<file path="src/hw/pec_pkg.sv">
// Shared constants and carrier types for the enable and configuration register bank
package pec_pkg;
    // ------------------------------------------------------------------
    // Bus geometry and register indices (byte address = index * 4)
    // ------------------------------------------------------------------
    localparam int ADDR_W = 8;
    localparam int DATA_W = 32;
    localparam logic [7:0] IDX_PASSWORD = 8'h10;
    localparam logic [7:0] IDX_OUTPUT_ENABLE_CTRL = 8'h12;
    localparam logic [7:0] IDX_SYSTEM_CONFIG_A = 8'h13;
    localparam logic [7:0] IDX_SYSTEM_CONFIG_B = 8'h14;
    localparam logic [7:0] PW_KEY = 8'h7d;
    // ------------------------------------------------------------------
    // Reset values and writable-bit masks
    // ------------------------------------------------------------------
    localparam logic [7:0] RST_OUTPUT_ENABLE_CTRL = 8'h00;
    localparam logic [7:0] RST_SYSTEM_CONFIG_A = 8'h48;
    localparam logic [7:0] RST_SYSTEM_CONFIG_B = 8'hc0;
    localparam logic [7:0] MASK_OUTPUT_ENABLE_CTRL = 8'h7f;
    localparam logic [7:0] MASK_SYSTEM_CONFIG_A = 8'hff;
    localparam logic [7:0] MASK_SYSTEM_CONFIG_B = 8'hcf;
    // ------------------------------------------------------------------
    // Field positions
    // ------------------------------------------------------------------
    localparam int OE_GENERAL_OUT_THREE = 6;
    localparam int OE_GENERAL_OUT_TWO_CTL = 5;
    localparam int OE_GENERAL_OUT_ONE_CTL = 4;
    localparam int OE_SWITCH_THREE_ENABLE = 3;
    localparam int OE_SWITCH_TWO_ENABLE = 2;
    localparam int OE_SWITCH_ONE_ENABLE = 1;
    localparam int OE_LINEAR_REG_ENABLE = 0;
    localparam int CA_PB_RESET_TIME = 7;
    localparam int CA_SECOND_OUTPUT_BUFFER_TYPE = 6;
    localparam int CA_FIRST_PIN_INPUT_SELECT = 5;
    localparam int CA_POWER_GOOD_DELAY_LO = 3;
    localparam int CA_SUPERVISOR_TIGHT_LIMITS = 2;
    localparam int CA_UNDERVOLT_LO = 0;
    localparam int CB_WARM_RESET_PIN_SELECT = 7;
    localparam int CB_UNDERVOLT_HYST = 6;
    localparam int CB_SWITCH_THREE_CURRENT_LIMIT_LO = 2;
    localparam int CB_SWITCH_TWO_CURRENT_LIMIT_LO = 0;
    // ------------------------------------------------------------------
    // Timing
    // ------------------------------------------------------------------
    localparam longint CLK_HZ = 125000000;
    localparam longint PB_SHORT_S = 8;
    localparam longint PB_LONG_S = 15;
    localparam longint PGD_0_MS = 10;
    localparam longint PGD_1_MS = 20;
    localparam longint PGD_2_MS = 50;
    localparam longint PGD_3_MS = 150;
    localparam longint PB_SHORT_CYC_DEF = PB_SHORT_S * CLK_HZ;
    localparam longint PB_LONG_CYC_DEF = PB_LONG_S * CLK_HZ;
    localparam longint PGD_0_CYC_DEF = PGD_0_MS * CLK_HZ / 1000;
    localparam longint PGD_1_CYC_DEF = PGD_1_MS * CLK_HZ / 1000;
    localparam longint PGD_2_CYC_DEF = PGD_2_MS * CLK_HZ / 1000;
    localparam longint PGD_3_CYC_DEF = PGD_3_MS * CLK_HZ / 1000;
    // ------------------------------------------------------------------
    // Carrier types
    // ------------------------------------------------------------------
    typedef struct packed {
        logic cyc;
        logic stb;
        logic we;
        logic [ADDR_W-1:0] adr;
        logic [3:0] sel;
        logic [DATA_W-1:0] dat;
    } pec_wb_req_t;
    typedef struct packed {
        logic ack;
        logic [DATA_W-1:0] dat;
    } pec_wb_rsp_t;
    typedef struct packed {
        logic g1;
        logic g3;
        logic pb_n;
        logic pg_in;
    } pec_pin_in_t;
    typedef struct packed {
        logic g1_o;
        logic g1_oe;
        logic g2_o;
        logic g2_oe;
        logic g3_o;
        logic g3_oe;
    } pec_pins_t;
    typedef struct packed {
        logic switch_three_enable;
        logic switch_two_enable;
        logic switch_one_enable;
        logic linear_reg_enable;
        logic [1:0] power_good_delay;
        logic supervisor_tight_limits;
        logic overvolt_monitor_en;
        logic [1:0] undervolt_level;
        logic undervolt_hyst;
        logic [1:0] switch_three_current_limit;
        logic [1:0] switch_two_current_limit;
        logic warm_reset_pin_select;
        logic first_pin_input_select;
    } pec_cfg_t;
    typedef struct packed {
        logic [7:0] oe;
        logic [7:0] cfga;
        logic [7:0] cfgb;
        logic unlock;
        logic ack;
        logic [7:0] rdata;
        logic [2:0] io1_s;
        logic [2:0] g3_s;
        logic [2:0] pb_s;
        logic [2:0] pg_s;
        logic io1_lvl;
        logic g3_lvl;
        logic pb_lvl;
        logic pg_lvl;
        logic [31:0] pb_cnt;
        logic pb_done;
        logic pb_rst;
        logic [31:0] pg_cnt;
        logic pgood;
    } pec_state_t;
endpackage : pec_pkg

</file>
<file path="src/hw/pec_regs.sv">
// Enable and configuration register bank with pin control, push-button and power-good timers
`timescale 1ns/10ps
module pec_regs #(
    parameter logic [31:0] PB_SHORT_CYC = 32'(pec_pkg::PB_SHORT_CYC_DEF),
    parameter logic [31:0] PB_LONG_CYC = 32'(pec_pkg::PB_LONG_CYC_DEF),
    parameter logic [31:0] PGD_0_CYC = 32'(pec_pkg::PGD_0_CYC_DEF),
    parameter logic [31:0] PGD_1_CYC = 32'(pec_pkg::PGD_1_CYC_DEF),
    parameter logic [31:0] PGD_2_CYC = 32'(pec_pkg::PGD_2_CYC_DEF),
    parameter logic [31:0] PGD_3_CYC = 32'(pec_pkg::PGD_3_CYC_DEF)
) (
    input wire logic clk_i,
    input wire logic rst_i,
    input wire pec_pkg::pec_wb_req_t wb_req_i,
    output pec_pkg::pec_wb_rsp_t wb_rsp_o,
    input wire pec_pkg::pec_pin_in_t pin_i,
    output pec_pkg::pec_pins_t pins_o,
    input wire logic seq_update_i,
    input wire logic seq_ldo_en_i,
    input wire logic seq_switch_one_enable_i,
    output pec_pkg::pec_cfg_t cfg_o,
    output logic dcdc12_warm_rst_o,
    output logic pb_reset_o,
    output logic power_good_o
);
    import pec_pkg::*;

    // ------------------------------------------------------------------
    // Helpers
    // ------------------------------------------------------------------
    function automatic logic hit(logic [ADDR_W-1:0] adr, logic [7:0] idx);
        return adr == ADDR_W'({idx, 2'b00});
    endfunction : hit

    // Stage 0 feeds stage 1 only; the level moves once stages 1 and 2 agree
    function automatic logic [2:0] sync_shift(logic [2:0] s, logic pin);
        return {s[1], s[0], pin};
    endfunction : sync_shift

    function automatic logic settle(logic [2:0] s, logic old);
        return (s[1] == s[2]) ? s[2] : old;
    endfunction : settle

    function automatic logic [31:0] pg_limit(logic [1:0] code);
        logic [31:0] r;
        case (code)
            2'b00: r = PGD_0_CYC;
            2'b01: r = PGD_1_CYC;
            2'b10: r = PGD_2_CYC;
            default: r = PGD_3_CYC;
        endcase
        return r;
    endfunction : pg_limit

    localparam pec_state_t RST_STATE = '{
        oe: RST_OUTPUT_ENABLE_CTRL,
        cfga: RST_SYSTEM_CONFIG_A,
        cfgb: RST_SYSTEM_CONFIG_B,
        unlock: 1'b0,
        ack: 1'b0,
        rdata: 8'h00,
        io1_s: 3'h0,
        g3_s: 3'h7,
        pb_s: 3'h7,
        pg_s: 3'h0,
        io1_lvl: 1'b0,
        g3_lvl: 1'b1,
        pb_lvl: 1'b1,
        pg_lvl: 1'b0,
        pb_cnt: 32'h0,
        pb_done: 1'b0,
        pb_rst: 1'b0,
        pg_cnt: 32'h0,
        pgood: 1'b0
    };

    pec_state_t s_q;
    pec_state_t s_d;
    logic acc;
    logic wr_ok;
    logic [31:0] pb_lim;
    logic [31:0] pg_lim;

    // Ack low gates the access so a held strobe is not taken in two consecutive cycles; it is taken again every second cycle
    assign acc = wb_req_i.cyc && wb_req_i.stb && !s_q.ack;
    assign wr_ok = acc && wb_req_i.we && wb_req_i.sel[0];
    assign pb_lim = s_q.cfga[CA_PB_RESET_TIME] ? PB_LONG_CYC : PB_SHORT_CYC;
    assign pg_lim = pg_limit(s_q.cfga[CA_POWER_GOOD_DELAY_LO +: 2]);

    // ------------------------------------------------------------------
    // Next state
    // ------------------------------------------------------------------
    always_comb begin
        s_d = s_q;
        s_d.ack = acc;
        s_d.pb_rst = 1'b0;

        s_d.io1_s = sync_shift(s_q.io1_s, pin_i.g1);
        s_d.g3_s = sync_shift(s_q.g3_s, pin_i.g3);
        s_d.pb_s = sync_shift(s_q.pb_s, pin_i.pb_n);
        s_d.pg_s = sync_shift(s_q.pg_s, pin_i.pg_in);
        s_d.io1_lvl = settle(s_q.io1_s, s_q.io1_lvl);
        s_d.g3_lvl = settle(s_q.g3_s, s_q.g3_lvl);
        s_d.pb_lvl = settle(s_q.pb_s, s_q.pb_lvl);
        s_d.pg_lvl = settle(s_q.pg_s, s_q.pg_lvl);

        // One pulse per press; a longer hold does not fire again
        if (s_q.pb_lvl) begin
            s_d.pb_cnt = 32'h0;
            s_d.pb_done = 1'b0;
        end else if (!s_q.pb_done) begin
            if (s_q.pb_cnt >= pb_lim - 32'h1) begin
                s_d.pb_done = 1'b1;
                s_d.pb_rst = 1'b1;
            end else begin
                s_d.pb_cnt = s_q.pb_cnt + 32'h1;
            end
        end

        // Delay on the rising edge only; a fault drops power-good at once
        if (!s_q.pg_lvl) begin
            s_d.pgood = 1'b0;
            s_d.pg_cnt = 32'h0;
        end else if (!s_q.pgood) begin
            if (s_q.pg_cnt >= pg_lim - 32'h1) begin
                s_d.pgood = 1'b1;
            end else begin
                s_d.pg_cnt = s_q.pg_cnt + 32'h1;
            end
        end

        if (acc && !wb_req_i.we) begin
            if (hit(wb_req_i.adr, IDX_OUTPUT_ENABLE_CTRL)) begin
                s_d.rdata = s_q.oe & MASK_OUTPUT_ENABLE_CTRL;
            end else if (hit(wb_req_i.adr, IDX_SYSTEM_CONFIG_A)) begin
                s_d.rdata = s_q.cfga & MASK_SYSTEM_CONFIG_A;
            end else if (hit(wb_req_i.adr, IDX_SYSTEM_CONFIG_B)) begin
                s_d.rdata = s_q.cfgb & MASK_SYSTEM_CONFIG_B;
            end else begin
                s_d.rdata = 8'h00;
            end
        end

        // The key arms one protected write; any other write disarms it
        if (wr_ok) begin
            if (hit(wb_req_i.adr, IDX_PASSWORD)) begin
                s_d.unlock = (wb_req_i.dat[7:0] == PW_KEY);
            end else begin
                s_d.unlock = 1'b0;
                if (s_q.unlock) begin
                    if (hit(wb_req_i.adr, IDX_OUTPUT_ENABLE_CTRL)) begin
                        s_d.oe = wb_req_i.dat[7:0] & MASK_OUTPUT_ENABLE_CTRL;
                    end
                    if (hit(wb_req_i.adr, IDX_SYSTEM_CONFIG_A)) begin
                        s_d.cfga = wb_req_i.dat[7:0] & MASK_SYSTEM_CONFIG_A;
                    end
                    if (hit(wb_req_i.adr, IDX_SYSTEM_CONFIG_B)) begin
                        s_d.cfgb = wb_req_i.dat[7:0] & MASK_SYSTEM_CONFIG_B;
                    end
                end
            end
        end

        // Sequencer comes last so it wins over a same-cycle bus write
        if (seq_update_i) begin
            s_d.oe[OE_LINEAR_REG_ENABLE] = seq_ldo_en_i;
            s_d.oe[OE_SWITCH_ONE_ENABLE] = seq_switch_one_enable_i;
        end
    end

    // Synchronous reset restores every field and locks the bank again
    always_ff @(posedge clk_i) begin
        if (rst_i) begin
            s_q <= RST_STATE;
        end else begin
            s_q <= s_d;
        end
    end

    // ------------------------------------------------------------------
    // Outputs
    // ------------------------------------------------------------------
    logic g2_src;
    assign g2_src = s_q.cfga[CA_FIRST_PIN_INPUT_SELECT] ? s_q.io1_lvl
                                                        : s_q.oe[OE_GENERAL_OUT_TWO_CTL];

    assign wb_rsp_o.ack = s_q.ack;
    assign wb_rsp_o.dat = {24'h000000, s_q.rdata};

    assign pins_o.g3_o = 1'b0;
    assign pins_o.g3_oe = !s_q.cfgb[CB_WARM_RESET_PIN_SELECT]
                          && !s_q.oe[OE_GENERAL_OUT_THREE];
    assign pins_o.g1_o = 1'b0;
    assign pins_o.g1_oe = !s_q.cfga[CA_FIRST_PIN_INPUT_SELECT]
                          && !s_q.oe[OE_GENERAL_OUT_ONE_CTL];
    // A high level is driven only by the push-pull buffer; open-drain releases it
    assign pins_o.g2_o = g2_src;
    assign pins_o.g2_oe = !g2_src || s_q.cfga[CA_SECOND_OUTPUT_BUFFER_TYPE];

    assign cfg_o.switch_three_enable = s_q.oe[OE_SWITCH_THREE_ENABLE];
    assign cfg_o.switch_two_enable = s_q.oe[OE_SWITCH_TWO_ENABLE];
    assign cfg_o.switch_one_enable = s_q.oe[OE_SWITCH_ONE_ENABLE];
    assign cfg_o.linear_reg_enable = s_q.oe[OE_LINEAR_REG_ENABLE];
    assign cfg_o.power_good_delay = s_q.cfga[CA_POWER_GOOD_DELAY_LO +: 2];
    assign cfg_o.supervisor_tight_limits = s_q.cfga[CA_SUPERVISOR_TIGHT_LIMITS];
    assign cfg_o.overvolt_monitor_en = s_q.cfga[CA_SUPERVISOR_TIGHT_LIMITS];
    assign cfg_o.undervolt_level = s_q.cfga[CA_UNDERVOLT_LO +: 2];
    assign cfg_o.undervolt_hyst = s_q.cfgb[CB_UNDERVOLT_HYST];
    assign cfg_o.switch_three_current_limit = s_q.cfgb[CB_SWITCH_THREE_CURRENT_LIMIT_LO +: 2];
    assign cfg_o.switch_two_current_limit = s_q.cfgb[CB_SWITCH_TWO_CURRENT_LIMIT_LO +: 2];
    assign cfg_o.warm_reset_pin_select = s_q.cfgb[CB_WARM_RESET_PIN_SELECT];
    assign cfg_o.first_pin_input_select = s_q.cfga[CA_FIRST_PIN_INPUT_SELECT];

    // Warm reset is active while the pin sits low in input mode
    assign dcdc12_warm_rst_o = s_q.cfgb[CB_WARM_RESET_PIN_SELECT] && !s_q.g3_lvl;
    assign pb_reset_o = s_q.pb_rst;
    assign power_good_o = s_q.pgood;

    logic prot_hit;
    assign prot_hit = hit(wb_req_i.adr, IDX_OUTPUT_ENABLE_CTRL)
                      || hit(wb_req_i.adr, IDX_SYSTEM_CONFIG_A)
                      || hit(wb_req_i.adr, IDX_SYSTEM_CONFIG_B);
endmodule : pec_regs

</file>
<file path="config.mk">
export PLATFORM = sky130hd
export DESIGN_NAME = pec_regs
export DESIGN_NICKNAME = d
export VERILOG_FILES = /design/src/hw/pec_pkg.sv /design/src/hw/pec_regs.sv
export SDC_FILE = /design/constraint.sdc
export NUM_CORES = 1
export LEC_CHECK = 0
export BUFFER_PORTS_ARGS = -buffer_cell sky130_fd_sc_hd__buf_4
export CORE_ASPECT_RATIO = 1.2
export CORE_MARGIN = 2
export CORE_UTILIZATION = 42
export DETAILED_ROUTE_END_ITERATION = 10
export MAX_ROUTING_LAYER = met4
export PLACE_DENSITY = 0.59
export SLEW_MARGIN = 0
export SYNTH_ARGS = -nofsm -noshare
export SYNTH_HDL_FRONTEND = slang
export SYNTH_SLANG_ARGS = --single-unit
</file>
<file path="constraint.sdc">
create_clock -name clk_i -period 3.8 [get_ports clk_i]
set_clock_uncertainty 0.05 [all_clocks]
set_input_delay 0 -clock clk_i [delete_from_list [all_inputs] [get_ports clk_i]]
set_output_delay 0 -clock clk_i [all_outputs]
set_load 0.01 [all_outputs]
</file>
# Word-level counts from Yosys, hierarchy flattened

Index checks and enable logic that the tools add are counted.

Bitwise operators: 6
Eq/ne operators: 12
Div/mod/pow operators: 0
Muxes and demuxes: 18
Add/subtract/negate cells: 4
Reductions and logical operators: 30
$mul: 0
Order comparisons: 2
Shift operators: 0

Operators with widths:

| cell                                                                   | count |
|---|---|
| 25-bit one-hot mux with 3 select lines                                 | 1 |
| 32-bit by 1-bit adder with 32-bit output (second input constant)       | 2 |
| 32-bit greater-or-equal comparator                                     | 2 |
| 8-bit by 7-bit equality test with 1-bit output (second input constant) | 5 |
| 8-bit 2-to-1 mux                                                       | 5 |
| 18-bit 2-to-1 mux                                                      | 2 |
| 31-bit by 1-bit subtractor with 32-bit output (second input constant)  | 1 |
| 32-bit by 1-bit subtractor with 32-bit output (second input constant)  | 1 |
| 31-bit 2-to-1 mux                                                      | 1 |
| 19-bit 2-to-1 mux                                                      | 1 |
| 4-bit AND reduction                                                    | 4 |
| 1-bit logical AND                                                      | 8 |
| 1-bit logical NOT                                                      | 8 |
| 2-bit 2-to-1 mux                                                       | 4 |
| 1-bit NOT                                                              | 6 |
| 2-bit nonzero test                                                     | 3 |
| 1-bit equality test                                                    | 4 |
| 1-bit 2-to-1 mux                                                       | 4 |
| 2-bit AND reduction                                                    | 2 |
| 2-bit OR reduction                                                     | 2 |
| 3-bit OR reduction                                                     | 1 |
| 2-bit by 1-bit equality test with 1-bit output (second input constant) | 1 |
| 2-bit equality test (second input constant)                            | 1 |
| 2-bit logical NOT                                                      | 1 |
| other kinds (2)                                                        | 2 |

Latch bits: 0
Bits of input ports: 56
RAM bits: 0
Bits in read-only memories: 0
Register bits: 114
Output and inout port bits: 59
Word-level logic and storage cells: 92
Memories: 0

# Depth between registers and ports, before layout

Word-level depth: 6
Mapped depth: 12
Mapped depth without buffers: 11

# Least setup slack after synthesis

No wires, ideal clock.

Path type: flip-flop to flip-flop
Start point: register s_q, in the netlist cfg_o[12]
End point: register s_q[22] (netlist name)
Setup slack: 1.063 ns
Data required time: 3.679 ns
Cell stages (with the launch flop): 12
Data arrival time: 2.616 ns
Clock period less this slack: 2.737 ns
Path buffers: 1
Cell sequence: dfxtp_1 inv_1 ha_1 inv_1 ha_1 o21ai_0 nor2_1 o41a_1 or2_4 buf_6 or3_1 a21oi_1

Cells in the longest elaborated chain, start to end: 6
Elaborated cells between the ends (all ways): 8
Classes of those cells: add/sub (1); order compare (1); eq/ne (2); mux (1); bitwise (1); reduce/logical (2)

Ends and longest elaborated chain:

| item                                              | line            | RTL |
|---|---|---|
| start: declaration                                | pec_regs.sv:76  | `pec_state_t s_q;` |
| start signal: assignment                          | pec_regs.sv:173 | `s_q <= RST_STATE;` |
| start signal: assignment                          | pec_regs.sv:175 | `s_q <= s_d;` |
| 2-bit equality test (tied with other cells)       | pec_regs.sv:45  | `case (code)` |
| 25-bit one-hot mux with 3 select lines (*)        | pec_regs.sv:45  |  |
| 32-bit by 1-bit subtractor with 32-bit output (*) | pec_regs.sv:124 | `if (s_q.pg_cnt >= pg_lim - 32'h1) begin` |
| 32-bit greater-or-equal comparator (*)            | pec_regs.sv:124 |  |
| 1-bit NOT (no source line) (*)                    | --              |  |
| 2-bit AND reduction (no source line) (*)          | --              |  |

Mark *: on every way between the ends. The rest lies on a longest branch, timed or not.
A chain may end at the register's enable or synchronous reset.

# Worst setup path after layout

Start point: input wb_req_i[44] (netlist name)
End point: register s_q, in the netlist cfg_o[14]

Cells in the longest elaborated chain, start to end: 4

Ends and longest elaborated chain:

| item                                 | line           | RTL |
|---|---|---|
| start: declaration                   | pec_regs.sv:13 | `input wire pec_pkg::pec_wb_req_t wb_req_i,` |
| 1-bit logical AND (2 in a row)       | pec_regs.sv:85 | `assign wr_ok = acc && wb_req_i.we && wb_req_i.sel[0];` |
| 2-bit nonzero test (no source line)  | --             |  |
| 4-bit AND reduction (no source line) | --             |  |

Every way passes these cells.

==> impl_metrics.toml <==
[status]
status = "finished clean"

[logic_synthesis]
synth_ff_type = "dfxtp_1"
synth_edf_count = 0
ys_seq_elements = 114
ys_warn_count = 0
synth.distinct_cells = 55
netlist_area_um2 = 6108
ys_seq_area_share_pct = 37.36
synthCells = 706
async_flop_share_pct = 0
syn_area_per_cell_um2 = 8.652

[global_routing]
grt_max_degree = 51
antenna_found_initial = 0
grtUsageMet3_pct = 4.102
grt-ovfl-total = 0
grt_pass1_wl_mm = 23.05
grt_busiest_layer = "met2"
use_met2_pct = 31.28
first_global_vias = 4879
grtUsageTotal_pct = 18.95
grt_util_met1_pct = 22.72

[cts]
cts_made_buffers = 17
cts_sinks = 114
clock_path_buffers = 2
path_clk_slew_ns = 0.06
cts_tree = "done"
cts-htree-levels = 4
ctsRootBufferMaster = "clkbuf_16"
clock_latency_ns = 0.41
cts_resized = 0

[critical_path]
end_kind = "flip-flop"
r2r-start = "cfg_o[12]"
critical_path.max_stage_delay_ns = 0.58
critPathBufInv = 5
crit_family = "buffers and inverters"
path_max_fanout = 9
required_ns = 4.05
crit_top_cell = "dlygate4sd3_1"
crit_path_cell_trace = "dlygate4sd3_1 > buf_4 > nand2_1 > dlygate4sd3_1 > nor2_1 > and2_1 > nand4b_1 > mux2_2 > mux2i_1 > dlygate4sd3_1 > nor2_1 > dlygate4sd3_1"
start_kind = "primary input"
crit_arrival_ns = 3.69
criticalPathCategory = "in -> reg"
cp_slowest_cell = "dlygate4sd3_1"
critPathLaunch = "wb_req_i[44]"

[pwr]
peakVddDrop_uv = 317.8
total_power_mw = 2.864
p_per_area_nw_per_um2 = 393.7
p_leak_nw = 2.867

[timing]
finalSetupTns_ns = 0
max_slew.worst_pin.slew_ns = 1.061
hold_viol_final = 0
setup_viol = 0
holdWs_ns = 0.01827
rsz0062_at_grt = "no"
finalCritPeriodShare_pct = 90.59
max-slew-margin-rel_pct = 29.26
fin_crit_ns = 3.442
drv_slew = 0
fmax_mhz = 290.5

[finish]
final_cell_mix = "dfxtp_1, nor2_1, buf_4"
drive_above_1_share_pct = 15.51
seq_area_um2 = 2282
fill_cells = 1316
finalNonFillerCells = 955
area_delta_synth_final_pct = 19.07
stdcell_area_um2 = 7273
diodes = 0
multi_input_area_um2 = 3331
final_common_cell = "dfxtp_1"
final_nets = 865

[place]
hpwl_mm = 9.435
gp_congestion = 0.9109
port_buffers = 61
place_inst = 891
postPlaceCellArea_um2 = 6387

[floorplanning]
fp.dieH_um = 136.1
rows = 48
coreArea_um2 = 14290
start_util_pct = 42.73
io_pins = 115
die_w_um = 114.1
die_area_um2 = 15530

[worst_hold_path]
hp-class = "in -> reg"
min-delay-start = "wb_req_i[38]"

[detailed_routing]
route.detailed.drc = 0
vias_per_cell = 5.288
drt_wl_total_mm = 13.71
vias = 5050
antenna_left = 0
initialDrtViolationCount = 165
dr.pass1.iters = 5
avgRoutedWirePerCell_um = 14.35

[job]
cap_violations = 0
-- final cells by class --
type,count,area share [%]
sequential,114,31.38
clock inverter,12,1.841
tap,175,3.010
clock buffer,20,6.004
timing repair buffer,96,10.94
inverter,20,1.032
multi-input combinational,518,45.79
-- synth_stat cells, types with 5 or more instances --
library cell / number / share of area (%)
ha_1: 42 / 8.6
and3_1: 15 / 1.5
or3_1: 16 / 1.6
inv_1: 20 / 1.2
clkbuf_1: 14 / 0.86
xnor2_1: 24 / 3.4
nand3_1: 33 / 2.7
dfxtp_1: 114 / 37
a211oi_1: 10 / 1.2
buf_4: 54 / 6.6
or2_2: 7 / 0.72
mux2_2: 10 / 1.8
buf_1: 5 / 0.31
and2_1: 7 / 0.72
a22oi_1: 5 / 0.61
mux2i_1: 14 / 2.3
nand4_1: 27 / 2.8
nor2_1: 82 / 5.0
buf_2: 5 / 0.41
nand2_1: 39 / 2.4
o21ai_0: 24 / 2.0
nor2b_1: 12 / 1.2
a21oi_1: 37 / 3.0
nor4_1: 11 / 1.1
xor2_1: 14 / 2.0
nor3_1: 17 / 1.4
-- power by group --
group	total, mW	switching (mW)	leakage, nW	internal (mW)
Clock	1.54	0.576	0.275	0.967
Combinational	0.110	0.0519	1.67	0.0579
Sequential	1.21	0.00489	0.922	1.21
-- timing repair --
item,in CTS,in global routing
setup endpoints to repair,0,2
hold buffers,30,0
hold endpoints to repair,32,0
buffers inserted,0,2
-- flip-flops by register name, summed over array words and instances (netlist names) --
register and count:
power_good_o 1, wb_rsp_o 9, s_q 79, pb_reset_o 1
s_d 8, cfg_o 16
-- cell families after synthesis --
kind of cell	share of synthesized area, %
and+or+nand+nor	24.91
DFF	37.36
buffers and inverters	9.709
AOI/OAI and AO/OA	9.709
adders and majority gates	8.603
xor gates and xnor gates	5.449
muxes	4.138
other	0.1229
-- final timing paths --
| check | to | slack, ns | cells past startpoint |
|---|---|---|---|
| setup reg to reg | s_q[19] | 0.52 | 10 |
| hold reg to reg | s_d[79] | 0.36 | 1 |
| hold / removal | s_q[92] | 0.02 | 4 |
| setup / recovery | cfg_o[14] | 0.36 | 12 |
-- worst reg2reg max path, stage by stage (launching register included) --
cell	delay [ns]
dfxtp_1	0.57
inv_1	0.23
ha_1	0.30
ha_1	0.30
nand2_1	0.05
or3_1	0.34
nor4_1	0.37
o41a_1	0.38
or2_4	0.31
or3_1	0.15
a21oi_1	0.06
-- metal layers --
metal	wire length, µm	part of all wire [%]
met2	6758	49
met3	664	4.8
met1	6068	44
met5	0	0
met4	217	1.6
-- metrics by stage --
step / setup WS [ns] / util [%]
finish: 0.3577 / 50.88
CTS: 0.1150 / 50.78
global route: 0.1736 / 50.88
detailed placement: 0.4899 / 44.69
global placement: 0.5669 / 44.69
floorplan: 1.063 / -
Power figures use the tool's default switching activity.
